===== src/hdl/adc_wrap_pkg.sv =====
// shared constants and carrier types of the converter result and trigger block
package adc_wrap_pkg;
   localparam int BYTE_W   = 8;
   localparam int RESULT_W = 10;
   localparam int TRIG_W   = 3;
   localparam int IRQ_W    = 2;

   typedef logic [BYTE_W-1:0] byte_t;

   // register offsets on the plain register port
   localparam byte_t OFS_CTRL_A   = 8'h00;
   localparam byte_t OFS_CHAN     = 8'h01;
   localparam byte_t OFS_RES_LOW  = 8'h02;
   localparam byte_t OFS_RES_HIGH = 8'h03;
   localparam byte_t OFS_CTRL_B   = 8'h04;
   localparam byte_t OFS_PIN_OFF  = 8'h05;
   localparam byte_t OFS_IRQ_STAT = 8'h06;
   localparam byte_t OFS_IRQ_MASK = 8'h07;
   localparam byte_t OFS_PIN_IN   = 8'h08;

   // field positions
   localparam int CA_ENABLE = 7;
   localparam int CA_START  = 6;
   localparam int CA_AUTO   = 5;
   localparam int CA_DONE   = 4;
   localparam int CA_LOW_W  = 4;
   localparam int CH_REF    = 6;
   localparam int CH_LEFT   = 5;
   localparam int CH_MUX_W  = 4;
   localparam int CB_CMUX   = 6;
   localparam int IRQ_DONE  = 0;
   localparam int IRQ_DROP  = 1;

   localparam logic [TRIG_W-1:0] TRIG_FREE = 3'h0;
   localparam byte_t             RST_BYTE  = 8'h00;

   typedef struct packed {
      byte_t addr;
      byte_t wdata;
      logic  wr;
      logic  rd;
   } reg_bus_s;

   typedef struct packed {
      logic                done;
      logic [RESULT_W-1:0] value;
   } conv_done_s;
endpackage


===== src/hdl/adc_result_trigger.sv =====
// converter result registers, auto trigger and analog pin input disables
//
// Added by the designer: the register offsets and the address-and-strobe port.
`timescale 1ns/1ps
// Notes on behaviour
// - right aligned: result 9:8 in high bits 1:0, rest of high reads zero
// - left aligned: result 9:2 in high, 1:0 in low bits 7:6, rest zero
// - a conversion finishing while the pair is unlocked becomes visible in it; while locked it is dropped
// - reading the low byte freezes the pair until the high byte is read
// - trigger source field acts only while auto triggering is enabled
// - auto mode starts a conversion on a rising edge of the chosen flag
// - selecting a set flag other than the done flag after a clear one is an edge and starts
// - switching to free running never produces a trigger by itself
// - source codes: free, comparator, ext int 0, t0 A, t0 ovf, t1 B...
// - each set input-disable bit switches off that pin's input buffer
// - a disabled pin reads zero in the pin input register
// - alignment changes apply at once, even during a conversion
// - done flag sets when a result lands; it is the free-run source
module adc_result_trigger
   import adc_wrap_pkg::*;
#(
   parameter int PINS = 8
) (
   // clock and reset
   input  wire logic                core_clk,
   input  wire logic                rst_n,
   // register port
   input  wire reg_bus_s            bus,
   output byte_t                    rd_data,
   // converter core
   output logic                     conv_enable,
   output logic                     conv_start,
   output logic [CH_MUX_W-1:0]      chan_select,
   input  wire conv_done_s          conv_in,
   // on-chip trigger flags, codes 1 to 7
   input  wire logic [2**TRIG_W-1:1] trig_flags,
   // analog pins
   input  wire logic [PINS-1:0]     pin_raw,
   output logic [PINS-1:0]          pin_buffer_off,
   output logic [PINS-1:0]          pin_value,
   // interrupt
   output logic                     irq
);
   // refused at elaboration: the pin bits share one register byte
   if (PINS < 1 || PINS > BYTE_W) begin : g_pins_check
      $error("PINS must lie between 1 and one register width");
   end

   typedef struct packed {
      logic                  enable;
      logic                  auto_en;
      logic                  busy;
      logic                  done_flag;
      logic [CA_LOW_W-1:0]   ctrl_low;
      logic                  ref_sel;
      logic                  left;
      logic [CH_MUX_W-1:0]   mux;
      logic [TRIG_W-1:0]     trig_sel;
      logic                  cmux;
      logic [RESULT_W-1:0]   result;
      logic                  lock;
      logic [PINS-1:0]       pin_off;
      logic [IRQ_W-1:0]      irq_stat;
      logic [IRQ_W-1:0]      irq_mask;
      logic [PINS-1:0]       sync1;
      logic [PINS-1:0]       sync2;
      logic [PINS-1:0]       sync3;
      logic [PINS-1:0]       pin_stable;
      byte_t                 rdata;
      logic                  start_pulse;
   } main_s;

   main_s s_r;
   main_s s_nxt;

   byte_t                res_low;
   byte_t                res_high;
   logic                 trig_fire;
   logic [2**TRIG_W-1:0] trig_src;
   logic                 rd_low;
   logic                 rd_high;
   logic                 locked_now;
   logic                 sw_start;
   logic                 result_lands;
   byte_t                pin_byte;

   // left alignment is applied on the way out, so a change shows at once
   adc_result_format u_format (
      .result     (s_r.result),
      .left_align (s_r.left),
      .low_byte   (res_low),
      .high_byte  (res_high)
   );

   // the done flag is the free-running source, the rest come from outside
   assign trig_src = {trig_flags, s_r.done_flag};

   adc_trigger_edge u_trigger (
      .core_clk (core_clk),
      .rst_n    (rst_n),
      .flags    (trig_src),
      .sel      (s_r.trig_sel),
      .auto_en  (s_r.auto_en),
      .conv_en  (s_r.enable),
      .fire     (trig_fire)
   );

   assign rd_low   = bus.rd && (bus.addr == OFS_RES_LOW);
   assign rd_high  = bus.rd && (bus.addr == OFS_RES_HIGH);
   assign pin_byte = BYTE_W'(s_r.pin_stable & ~s_r.pin_off);

   always_comb begin
      s_nxt             = s_r;
      s_nxt.start_pulse = 1'b0;
      s_nxt.rdata       = RST_BYTE;
      sw_start          = 1'b0;

      // three-stage pin sampler; a change counts once stages two and three agree
      s_nxt.sync1 = pin_raw;
      s_nxt.sync2 = s_r.sync1;
      s_nxt.sync3 = s_r.sync2;
      for (int i = 0; i < PINS; i++) begin
         if (s_r.sync2[i] == s_r.sync3[i]) begin
            s_nxt.pin_stable[i] = s_r.sync3[i];
         end
      end

      // register writes; hardware sets below win over these clears
      if (bus.wr) begin
         unique case (bus.addr)
            OFS_CTRL_A: begin
               s_nxt.enable   = bus.wdata[CA_ENABLE];
               s_nxt.auto_en  = bus.wdata[CA_AUTO];
               s_nxt.ctrl_low = bus.wdata[CA_LOW_W-1:0];
               sw_start       = bus.wdata[CA_START];
               if (bus.wdata[CA_DONE]) begin
                  s_nxt.done_flag = 1'b0;
               end
            end
            OFS_CHAN: begin
               s_nxt.ref_sel = bus.wdata[CH_REF];
               s_nxt.left    = bus.wdata[CH_LEFT];
               s_nxt.mux     = bus.wdata[CH_MUX_W-1:0];
            end
            OFS_CTRL_B: begin
               // reserved bits are not stored and so read zero
               s_nxt.cmux     = bus.wdata[CB_CMUX];
               s_nxt.trig_sel = bus.wdata[TRIG_W-1:0];
            end
            OFS_PIN_OFF: begin
               s_nxt.pin_off = bus.wdata[PINS-1:0];
            end
            OFS_IRQ_STAT: begin
               s_nxt.irq_stat = s_r.irq_stat & ~bus.wdata[IRQ_W-1:0];
            end
            OFS_IRQ_MASK: begin
               s_nxt.irq_mask = bus.wdata[IRQ_W-1:0];
            end
            default: begin
            end
         endcase
      end

      // register reads; data stands in the following cycle only
      if (bus.rd) begin
         unique case (bus.addr)
            OFS_CTRL_A: begin
               s_nxt.rdata = {s_r.enable, s_r.busy, s_r.auto_en,
                              s_r.done_flag, s_r.ctrl_low};
            end
            OFS_CHAN: begin
               s_nxt.rdata = {1'b0, s_r.ref_sel, s_r.left, 1'b0, s_r.mux};
            end
            OFS_RES_LOW: begin
               s_nxt.rdata = res_low;
               s_nxt.lock  = 1'b1;
            end
            OFS_RES_HIGH: begin
               s_nxt.rdata = res_high;
               s_nxt.lock  = 1'b0;
            end
            OFS_CTRL_B: begin
               s_nxt.rdata = {1'b0, s_r.cmux, 3'h0, s_r.trig_sel};
            end
            OFS_PIN_OFF: begin
               s_nxt.rdata = BYTE_W'(s_r.pin_off);
            end
            OFS_IRQ_STAT: begin
               s_nxt.rdata = BYTE_W'(s_r.irq_stat);
            end
            OFS_IRQ_MASK: begin
               s_nxt.rdata = BYTE_W'(s_r.irq_mask);
            end
            OFS_PIN_IN: begin
               s_nxt.rdata = pin_byte;
            end
            default: begin
               s_nxt.rdata = RST_BYTE;
            end
         endcase
      end

      // a low read in this very cycle already counts as a lock, so the
      // byte just returned can never be paired with a newer high byte
      locked_now   = s_r.lock || rd_low;
      result_lands = conv_in.done && s_r.busy && !locked_now;

      // conversion end
      if (conv_in.done && s_r.busy) begin
         s_nxt.busy = 1'b0;
         if (!locked_now) begin
            s_nxt.result               = conv_in.value;
            s_nxt.done_flag            = 1'b1;
            s_nxt.irq_stat[IRQ_DONE]   = 1'b1;
         end else begin
            s_nxt.irq_stat[IRQ_DROP]   = 1'b1;
         end
      end

      // starting: software start or an auto trigger edge
      if (s_nxt.enable && !s_nxt.busy && (sw_start || trig_fire)) begin
         s_nxt.busy        = 1'b1;
         s_nxt.start_pulse = 1'b1;
      end

      // switching the converter off ends any conversion in flight
      if (!s_nxt.enable) begin
         s_nxt.busy = 1'b0;
      end
   end

   always_ff @(posedge core_clk) begin
      if (!rst_n) begin
         s_r <= '0;
      end else begin
         s_r <= s_nxt;
      end
   end

   assign rd_data        = s_r.rdata;
   assign conv_enable    = s_r.enable;
   assign conv_start     = s_r.start_pulse;
   assign chan_select    = s_r.mux;
   assign pin_buffer_off = s_r.pin_off;
   assign pin_value      = s_r.pin_stable & ~s_r.pin_off;
   assign irq            = |(s_r.irq_stat & s_r.irq_mask);
endmodule


===== src/hdl/adc_result_format.sv =====
// places the raw conversion result into the high and low byte registers
`timescale 1ns/1ps
module adc_result_format
   import adc_wrap_pkg::*;
(
   // raw value and alignment
   input  wire logic [RESULT_W-1:0] result,
   input  wire logic                left_align,
   // presented bytes
   output byte_t                    low_byte,
   output byte_t                    high_byte
);
   // refused at elaboration: the split below needs more than one byte and at most two
   if (RESULT_W <= BYTE_W || RESULT_W > 2 * BYTE_W) begin : g_width_check
      $error("result width must lie between one and two bytes");
   end

   always_comb begin
      if (left_align) begin
         high_byte = result[RESULT_W-1:RESULT_W-BYTE_W];
         low_byte  = {result[RESULT_W-BYTE_W-1:0],
                      {(2*BYTE_W-RESULT_W){1'b0}}};
      end else begin
         high_byte = BYTE_W'(result[RESULT_W-1:BYTE_W]);
         low_byte  = result[BYTE_W-1:0];
      end
   end
endmodule


===== src/hdl/adc_trigger_edge.sv =====
// rising-edge detector on the selected auto-trigger flag
`timescale 1ns/1ps
module adc_trigger_edge
   import adc_wrap_pkg::*;
(
   // clock and reset
   input  wire logic                 core_clk,
   input  wire logic                 rst_n,
   // sources and selection
   input  wire logic [2**TRIG_W-1:0] flags,
   input  wire logic [TRIG_W-1:0]    sel,
   input  wire logic                 auto_en,
   input  wire logic                 conv_en,
   // trigger event
   output logic                      fire
);
   typedef struct packed {
      logic              prev;
      logic [TRIG_W-1:0] sel_prev;
   } edge_s;

   edge_s s_r;
   edge_s s_nxt;
   logic  cur;
   logic  to_free;

   always_comb begin
      s_nxt = s_r;
      // index into flags follows the source code table
      cur = flags[sel];
      // switching into free running must not look like an edge
      to_free = (sel == TRIG_FREE) && (s_r.sel_prev != TRIG_FREE);
      // a switch from a clear source to a set one other than free running is a real edge
      fire = auto_en && conv_en && cur && !s_r.prev && !to_free;
      s_nxt.prev     = cur;
      s_nxt.sel_prev = sel;
   end

   always_ff @(posedge core_clk) begin
      if (!rst_n) begin
         s_r <= '0;
      end else begin
         s_r <= s_nxt;
      end
   end
endmodule


===== config.mk =====
export PLATFORM = sky130hd
export DESIGN_NAME = adc_result_trigger
export DESIGN_NICKNAME = d
export VERILOG_FILES = /design/src/hdl/adc_wrap_pkg.sv /design/src/hdl/adc_result_trigger.sv /design/src/hdl/adc_result_format.sv /design/src/hdl/adc_trigger_edge.sv
export SDC_FILE = /design/constraint.sdc
export NUM_CORES = 1
export LEC_CHECK = 0
export ABC_AREA = 1
export BUFFER_PORTS_ARGS = -buffer_cell sky130_fd_sc_hd__buf_4
export CELL_PAD_IN_SITES_DETAIL_PLACEMENT = 0
export CELL_PAD_IN_SITES_GLOBAL_PLACEMENT = 1
export CORE_MARGIN = 2
export CORE_UTILIZATION = 38
export DETAILED_ROUTE_END_ITERATION = 8
export HOLD_SLACK_MARGIN = 0.02
export MAX_ROUTING_LAYER = met4
export PLACE_DENSITY_LB_ADDON = 0.2
export SLEW_MARGIN = 20
export SYNTH_ARGS = -nofsm -noshare
export SYNTH_HDL_FRONTEND = slang
export SYNTH_SLANG_ARGS = --single-unit

===== constraint.sdc =====
create_clock -name core_clk -period 1.73 [get_ports core_clk]
set_clock_uncertainty 0.2 [all_clocks]
set_input_delay 0.346 -clock core_clk [delete_from_list [all_inputs] [get_ports core_clk]]
set_output_delay 0.346 -clock core_clk [all_outputs]
set_load 0.005 [all_outputs]

==> results of run 1 <==
## power by group through the flow
stage	Sequential, mW	Clock (mW)	Combinational, mW
after global placement	2.06	0	0.235
after detailed placement	2.06	0	0.238
after floorplan	2.06	0	0.0959
after global routing	2.02	1.59	0.298
final	2.01	1.46	0.269
after CTS	2.01	1.52	0.270
## per-layer routing
metal	share of wire, %	wire length [um]
met5	0	0
met1	48	5130
met3	3.9	423
met2	46	4960
met4	1.9	206
## through the flow
stage / utilization, % / area (um2)
after global placement: 47.1 / 4630
after global routing: 51.1 / 5020
after detailed placement: 47.1 / 4630
after floorplan: - / 3860
after CTS: 51.0 / 5010
final: 51.1 / 5020
## path summary, 6_finish.rpt
kind              slack [ps]             end  depth (start not counted)
setup / recovery          60             irq                          2
hold / removal            50  chan_select[3]                          3
hold reg to reg          220       s_nxt[17]                          2
setup reg to reg         130      rd_data[1]                          9
## flip-flops by register name, indices dropped and copies added, names as in the netlist
register	count
conv_enable	1
u_trigger.s_r	4
rd_data	8
chan_select	4
s_nxt	16
conv_start	1
s_r	44
pin_buffer_off	8
## kinds of logic after synthesis
group,after synthesis,synth area share [%]
buffers and inverters,121,14.5
AOI/OAI and AO/OA,71,9.66
and+or+nand+nor,285,31.2
DFF,86,44.6
## worst max-delay path, stage by stage (launching register included)
cell and delay (ps):
sky130_fd_sc_hd__dfxtp_1 350, sky130_fd_sc_hd__a22o_1 270, sky130_fd_sc_hd__buf_4 150
## repair_timing
item | CTS | global route
gates resized for setup | 0 | 4
endpoints found under the setup margin | 0 | 8
hold buffers | 18 | 0
hold endpoints to repair | 18 | 0
## area by class of cell
class	instances	share of cell area, %
Sequential cell	86	34.3
Multi-Input combinational cell	356	31.6
Timing Repair Buffer	123	20.3
Inverter	86	6.48
Tap cell	133	3.32
Clock buffer	10	2.54
Clock inverter	6	1.40
## synth_stat cells, drive strengths merged
library cell / number / share of area [%]
o21a: 1 / 0.19
a21oi: 29 / 3.8
clkbuf: 7 / 0.68
nand3: 42 / 5.6
clkinv: 1 / 0.097
nand2: 140 / 14
dfxtp: 86 / 45
nand3b: 1 / 0.19
buf: 28 / 5.4
o21ai: 35 / 4.5
nand4: 5 / 0.81
a211oi: 2 / 0.39
inv: 85 / 8.3
a22o: 1 / 0.23
o31ai: 2 / 0.39
nor2: 92 / 9.7
nor3: 5 / 0.65
o22ai: 1 / 0.16
==> implementation parameters, run 1 <==
Parameter                              Value

Status
  Outcome ... completed

Clocking
  TritonCTS clock tree ... yes
  Buffer depth of the longest clock path ... 2
  Clock transition at the register clock pins on the worst setup and hold paths after CTS ... 100 ps
  Clock root cell ... sky130_fd_sc_hd__clkbuf_8
  Total clock buffers created by CTS ... 9
  Buffers inserted during post-CTS setup optimization ... 0
  Sinks on the clock net ... 86
  Worst-Skew Late Latency ... 360 ps
  H-Tree Depth ... 3

Final layout
  Area of the multi-input gates ... 0.00159 mm2
  Share of final-layout standard cells stronger than drive strength 1 ... 21.1%
  Total number of nets in the final design ... 708
  Highest-count cells in the layout ignoring fill and taps ... sky130_fd_sc_hd__nand2_1, sky130_fd_sc_hd__buf_4, sky130_fd_sc_hd__dfxtp_1
  Fillers ... 1012
  Synth-to-Final Area Change ... 30.1%
  Register area ... 0.00172 mm2
  Number of standard cells in the final layout excluding fillers ... 800
  Most common cell after layout, fill and taps aside ... sky130_fd_sc_hd__nand2_1
  Antenna cell count ... 0

STA
  Unrepaired setup endpoints after global routing ... no
  Worst Slack Setup Final ... 55.4 ps
  Actual transition at the worst max-transition pin ... 368 ps
  Final Max Slew Viols ... 0
  Worst hold margin ... 48.3 ps
  Maximum frequency from static timing analysis ... 597 MHz
  Final setup violation count ... 0
  Total negative setup slack ... 0 ps
  Ratio of final minimum period to clock period ... 96.8%
  Shortest period the worst path allows ... 1670 ps
  Total count of hold-check failures in the final report ... 0
  Worst rel slew slack ... 75.4%

Logic synthesis
  Post-synthesis register bit count ... 86
  Synthesized area divided by synthesized cell count ... 6.85 um2
  Cell variety after synth ... 27
  Post-Synthesis Net Count ... 609
  Number of instances in the synthesized netlist ... 563
  Total standard cell area after synthesis ... 0.00386 mm2
  Share of the yosys chip area belonging to registers ... 44.6%
  Yosys warning count ... 0

Pwr
  Relative contribution of the clock network to total power ... 39.1%
  Share of power burned in combinational logic ... 7.2%
  Maximum vdd drop ... 0.578 mV
  Power per unit of standard cell area ... 746 mW/mm2
  Power share of the sequential group ... 53.7%
  Switching power total ... 927 uW
  Leakage power of the design ... 2.57 nW
  Cell internal pwr ... 2.82 mW
  Fraction of power spent switching nets ... 24.7%
  Total chip power ... 3.75 mW

Placement
  Count of input and output buffers ... 76
  HPWL after DPL ... 8280 um
  Routability congestion estimate ... 0.864
  Cell count after placement ... 766
  Worst setup timing slack at the placement stage ... -308 ps

Detailed routing
  Routed length per instance ... 13.4 um
  Detailed-route DRC error count ... 0
  Vias per cell ... 4.57
  Final WL ... 10700 um
  Violation count after the first detailed-route iteration ... 189
  Number of detailed-route iterations in the first pass ... 5
  Count of vias placed by the detailed router ... 3657
  Final ANT Viol Nets ... 0

Min path
  Hold path startpoint ... bus[5]
  Worst hold path class ... primary input to flip-flop

Global routing
  Number of antenna violations at the first check in global routing ... 0
  Most Crowded Layer GR ... met2
  Vias in the first global route ... 3478
  Routing usage on met3 ... 3.31%
  Met2 usage in global routing ... 33.4%
  Wire length of the first global-routing pass ... 17200 um
  Maximum number of pins on one net before global-route repair ... 33
  Met1 Resource Use GR ... 25.8%
  GRT Residual Overflow ... 0
  Overall track demand over capacity in global routing ... 20.6%

Die
  Site row count ... 36
  Die outline height ... 105 um
  Placeable Area ... 0.00982 mm2
  Horizontal die dimension ... 105 um
  IO Count ... 77
  Area of the die ... 0.0110 mm2
  Starting density of the core ... 39.3%

Worst setup path
  Worst setup startpoint ... s_r[43]
  Worst Path Max Fanout ... 3
  Crit path required time ... 1180 ps
  Worst Setup End Kind ... primary output
  Critical path class ... flip-flop to primary output
  Critical path startpoint category ... flip-flop
  Launch point of the worst reg-to-reg path ... s_r[72]
  Data arrival at the endpoint of the critical path ... 1130 ps

Job
  MaxCap Viol Count ... 0
Power figures use the tool's default switching activity.
==> inputs of run 2 (changes only) <==
--- a/config.mk
+++ b/config.mk
@@ -5,12 +5,12 @@
 export SDC_FILE = /design/constraint.sdc
 export NUM_CORES = 1
 export LEC_CHECK = 0
-export ABC_AREA = 1
+export ABC_AREA = 0
 export BUFFER_PORTS_ARGS = -buffer_cell sky130_fd_sc_hd__buf_4
 export CELL_PAD_IN_SITES_DETAIL_PLACEMENT = 0
 export CELL_PAD_IN_SITES_GLOBAL_PLACEMENT = 1
 export CORE_MARGIN = 2
-export CORE_UTILIZATION = 38
+export CORE_UTILIZATION = 41
 export DETAILED_ROUTE_END_ITERATION = 8
 export HOLD_SLACK_MARGIN = 0.02
 export MAX_ROUTING_LAYER = met4
==> run 2 against run 1 <==
Area after synthesis fell by 3.1%. Sequential power barely moved. Clock power barely moved. Routed wire length fell by 9.9%.
==> implementation parameters, run 2 <==
Parameter                              Value

Status
  Outcome ... completed

Clocking
  H-Tree Depth ... 3 (unchanged)
  Clock root cell ... sky130_fd_sc_hd__clkbuf_8
  Clock transition at the register clock pins on the worst setup and hold paths after CTS ... 90 ps (about the same)
  Total clock buffers created by CTS ... 9 (unchanged)
  Sinks on the clock net ... 86 (unchanged)
  Buffers inserted during post-CTS setup optimization ... 0 (unchanged)
  Buffer depth of the longest clock path ... 2 (unchanged)
  Worst-Skew Late Latency ... 360 ps (about the same)
  TritonCTS clock tree ... yes

STA
  Worst hold margin ... 46.2 ps (-2.03 ps)
  Total negative setup slack ... 0 ps (unchanged)
  Total count of hold-check failures in the final report ... 0 (unchanged)
  Final Max Slew Viols ... 0 (unchanged)
  Ratio of final minimum period to clock period ... 99.3% (+2.5 points)
  Final setup violation count ... 0 (unchanged)
  Maximum frequency from static timing analysis ... 582 MHz (-2.5%)
  Worst Slack Setup Final ... 11.7 ps (-43.7 ps)
  Worst rel slew slack ... 69.2% (-6.2 points)
  Actual transition at the worst max-transition pin ... 461 ps (+93.3 ps)
  Unrepaired setup endpoints after global routing ... yes
  Shortest period the worst path allows ... 1720 ps (+43.7 ps)

Logic synthesis
  Total standard cell area after synthesis ... 0.00374 mm2 (-3.1%)
  Post-synthesis register bit count ... 86 (unchanged)
  Yosys warning count ... 0 (unchanged)
  Proportion of synthesized flip-flops having asynchronous set or reset ... 0% (unchanged)
  Yosys top cell area share ... 46.1% (+1.4 points)
  Post-Synthesis Net Count ... 432 (-29%)
  Synthesized area divided by synthesized cell count ... 9.69 um2 (+41%)
  Cell variety after synth ... 53 (+96%)
  Post-synth top cells ... sky130_fd_sc_hd__dfxtp_1, sky130_fd_sc_hd__nor2_1, sky130_fd_sc_hd__and2_1, sky130_fd_sc_hd__mux2i_1, sky130_fd_sc_hd__a21oi_1
  Dominant register cell in the synthesized netlist ... sky130_fd_sc_hd__dfxtp_1
  Count leader, synth ... sky130_fd_sc_hd__dfxtp_1
  Number of synthesized flops with an enable pin ... 0 (unchanged)
  Share of the yosys chip area belonging to registers ... 46.1% (+1.4 points)
  Cell type with the highest aggregate area in the netlist ... sky130_fd_sc_hd__dfxtp_1
  Number of instances in the synthesized netlist ... 386 (-31%)
  Top post-synthesis cells by area ... sky130_fd_sc_hd__dfxtp_1, sky130_fd_sc_hd__mux2i_1, sky130_fd_sc_hd__and2_1

Worst setup path
  Worst Setup End Kind ... flip-flop
  Setup slack of the worst register-to-register path ... 30 ps (-100 ps)
  Critical path class ... primary input to flip-flop
  Critical path startpoint category ... primary input
  Worst Path Max Fanout ... 2 (-1)
  Crit path required time ... 1770 ps (+590 ps)
  Data arrival at the endpoint of the critical path ... 1760 ps (+630 ps)

Placement
  Count of input and output buffers ... 76 (unchanged)
  HPWL after DPL ... 7340 um (-11%)
  Routability congestion estimate ... 0.900 (+4.2%)
  Area post-placement ... 0.00449 mm2 (-3.0%)
  Worst setup timing slack at the placement stage ... -341 ps (-33.3 ps)
  Cell count after placement ... 568 (-26%)

Detailed routing
  Violation count after the first detailed-route iteration ... 194 (+2.6%)
  Final ANT Viol Nets ... 0 (unchanged)
  Vias per cell ... 5.26 (+15%)
  Routed length per instance ... 16.3 um (+22%)
  Detailed-route DRC error count ... 0 (unchanged)
  Number of detailed-route iterations in the first pass ... 5 (unchanged)
  Count of vias placed by the detailed router ... 3121 (-15%)
  Final WL ... 9660 um (-9.9%)

Pwr
  Total chip power ... 3.77 mW (+0.78%)
  Leakage power of the design ... 2.08 nW (-19%)
  Maximum vdd drop ... 0.525 mV (-9.2%)
  Power per unit of standard cell area ... 782 mW/mm2 (+4.8%)

Die
  Starting density of the core ... 42.7% (+3.4 points)
  IO Count ... 77 (unchanged)
  Area of the die ... 0.00990 mm2 (-9.8%)
  Die outline height ... 99.5 um (-5.0%)
  Site row count ... 34 (-5.6%)
  Horizontal die dimension ... 99.5 um (-5.0%)
  Placeable Area ... 0.00876 mm2 (-11%)

Final layout
  Flip-flop count of the largest register, all copies and words added ... 44 (unchanged)
  Final instance area ... 0.00483 mm2 (-3.8%)
  Share of final-layout standard cells stronger than drive strength 1 ... 33.0% (+12 points)
  Antenna cell count ... 0 (unchanged)
  Total number of nets in the final design ... 526 (-26%)
  Highest-count cells in the layout ignoring fill and taps ... sky130_fd_sc_hd__buf_4, sky130_fd_sc_hd__dfxtp_1, sky130_fd_sc_hd__nor2_1
  Register with the highest flop count ... s_r
  Most common cell after layout, fill and taps aside ... sky130_fd_sc_hd__buf_4
  Final cell utilization of the core ... 55.1% (+4.0 points)
  Synth-to-Final Area Change ... 29.1%
  Fillers ... 821 (-19%)
  Number of standard cells in the final layout excluding fillers ... 593 (-26%)

Global routing
  Overall track demand over capacity in global routing ... 20.6% (+0.049 points)
  Number of antenna violations at the first check in global routing ... 0 (unchanged)
  GRT Residual Overflow ... 0 (unchanged)
  Wire length of the first global-routing pass ... 15500 um (-10%)
  Maximum number of pins on one net before global-route repair ... 26 (-21%)
  Vias in the first global route ... 3037 (-13%)

Job
  MaxCap Viol Count ... 0 (unchanged)

Min path
  Worst hold path class ... primary input to flip-flop
-- run 2: kinds of logic (layout without fill, tap and decap cells) --
| family | Yosys count | after routing | share of synthesized area [%] |
|---|---|---|---|
| flops | 86 | 86 | 46.1 |
| simple gates | 129 | 129 | 19.5 |
| compound gates | 83 | 83 | 14.2 |
| buf+inv | 47 | 146 | 7.46 |
| mux | 41 | 41 | 12.7 |
-- run 2: final timing paths --
check        startpoint                 to  cells after the start
max             bus[15]         rd_data[6]                      5
min              bus[5]  pin_buffer_off[3]                      3
max reg2reg     s_r[65]            s_r[79]                      4
min reg2reg   s_nxt[29]          s_nxt[21]                      1
-- run 2: per-layer routing --
metal / global-route usage [%] / part of all wire, % / wire (um) / vias up
met5: - / 0 / 0 / -
met4: 5.48 / 1.4 / 136 / 0
met3: 4.29 / 6.1 / 588 / 13
met2: 33.0 / 47 / 4560 / 92
met1: 26.7 / 45 / 4370 / 1476
li1: - / - / - / 1540
-- run 2: critical path, cell delays in order --
cell,delay [ps]
sky130_fd_sc_hd__buf_4,120
sky130_fd_sc_hd__or4_1,600
sky130_fd_sc_hd__nor3_1,260
sky130_fd_sc_hd__a22oi_1,140
sky130_fd_sc_hd__o32ai_1,290
-- run 2: cell type report --
| class | instances | area [um2] | share of cell area (%) |
|---|---|---|---|
| inverters | 5 | 18.8 | 0.389 |
| multi-input cells | 253 | 1770 | 36.8 |
| clock inverters | 6 | 75.1 | 1.56 |
| clock buffers | 10 | 138 | 2.85 |
| repair buffers | 125 | 961 | 19.9 |
| flip-flops and latches | 86 | 1730 | 35.7 |
| well taps | 108 | 135 | 2.80 |
-- run 2: repair_timing --
| action | in CTS | in global routing |
|---|---|---|
| pin swaps | 3 | 1 |
| hold buffers | 9 | 0 |
| resized for setup | 5 | 6 |
| endpoints found under the setup margin | 3 | 7 |
| hold endpoints to repair | 9 | 0 |
-- run 2: where the power goes --
part	internal (mW)	switching [mW]
Combinational	0.148	0.130
Sequential	2.00	0.00882
Clock	0.732	0.756
Total	2.88	0.894
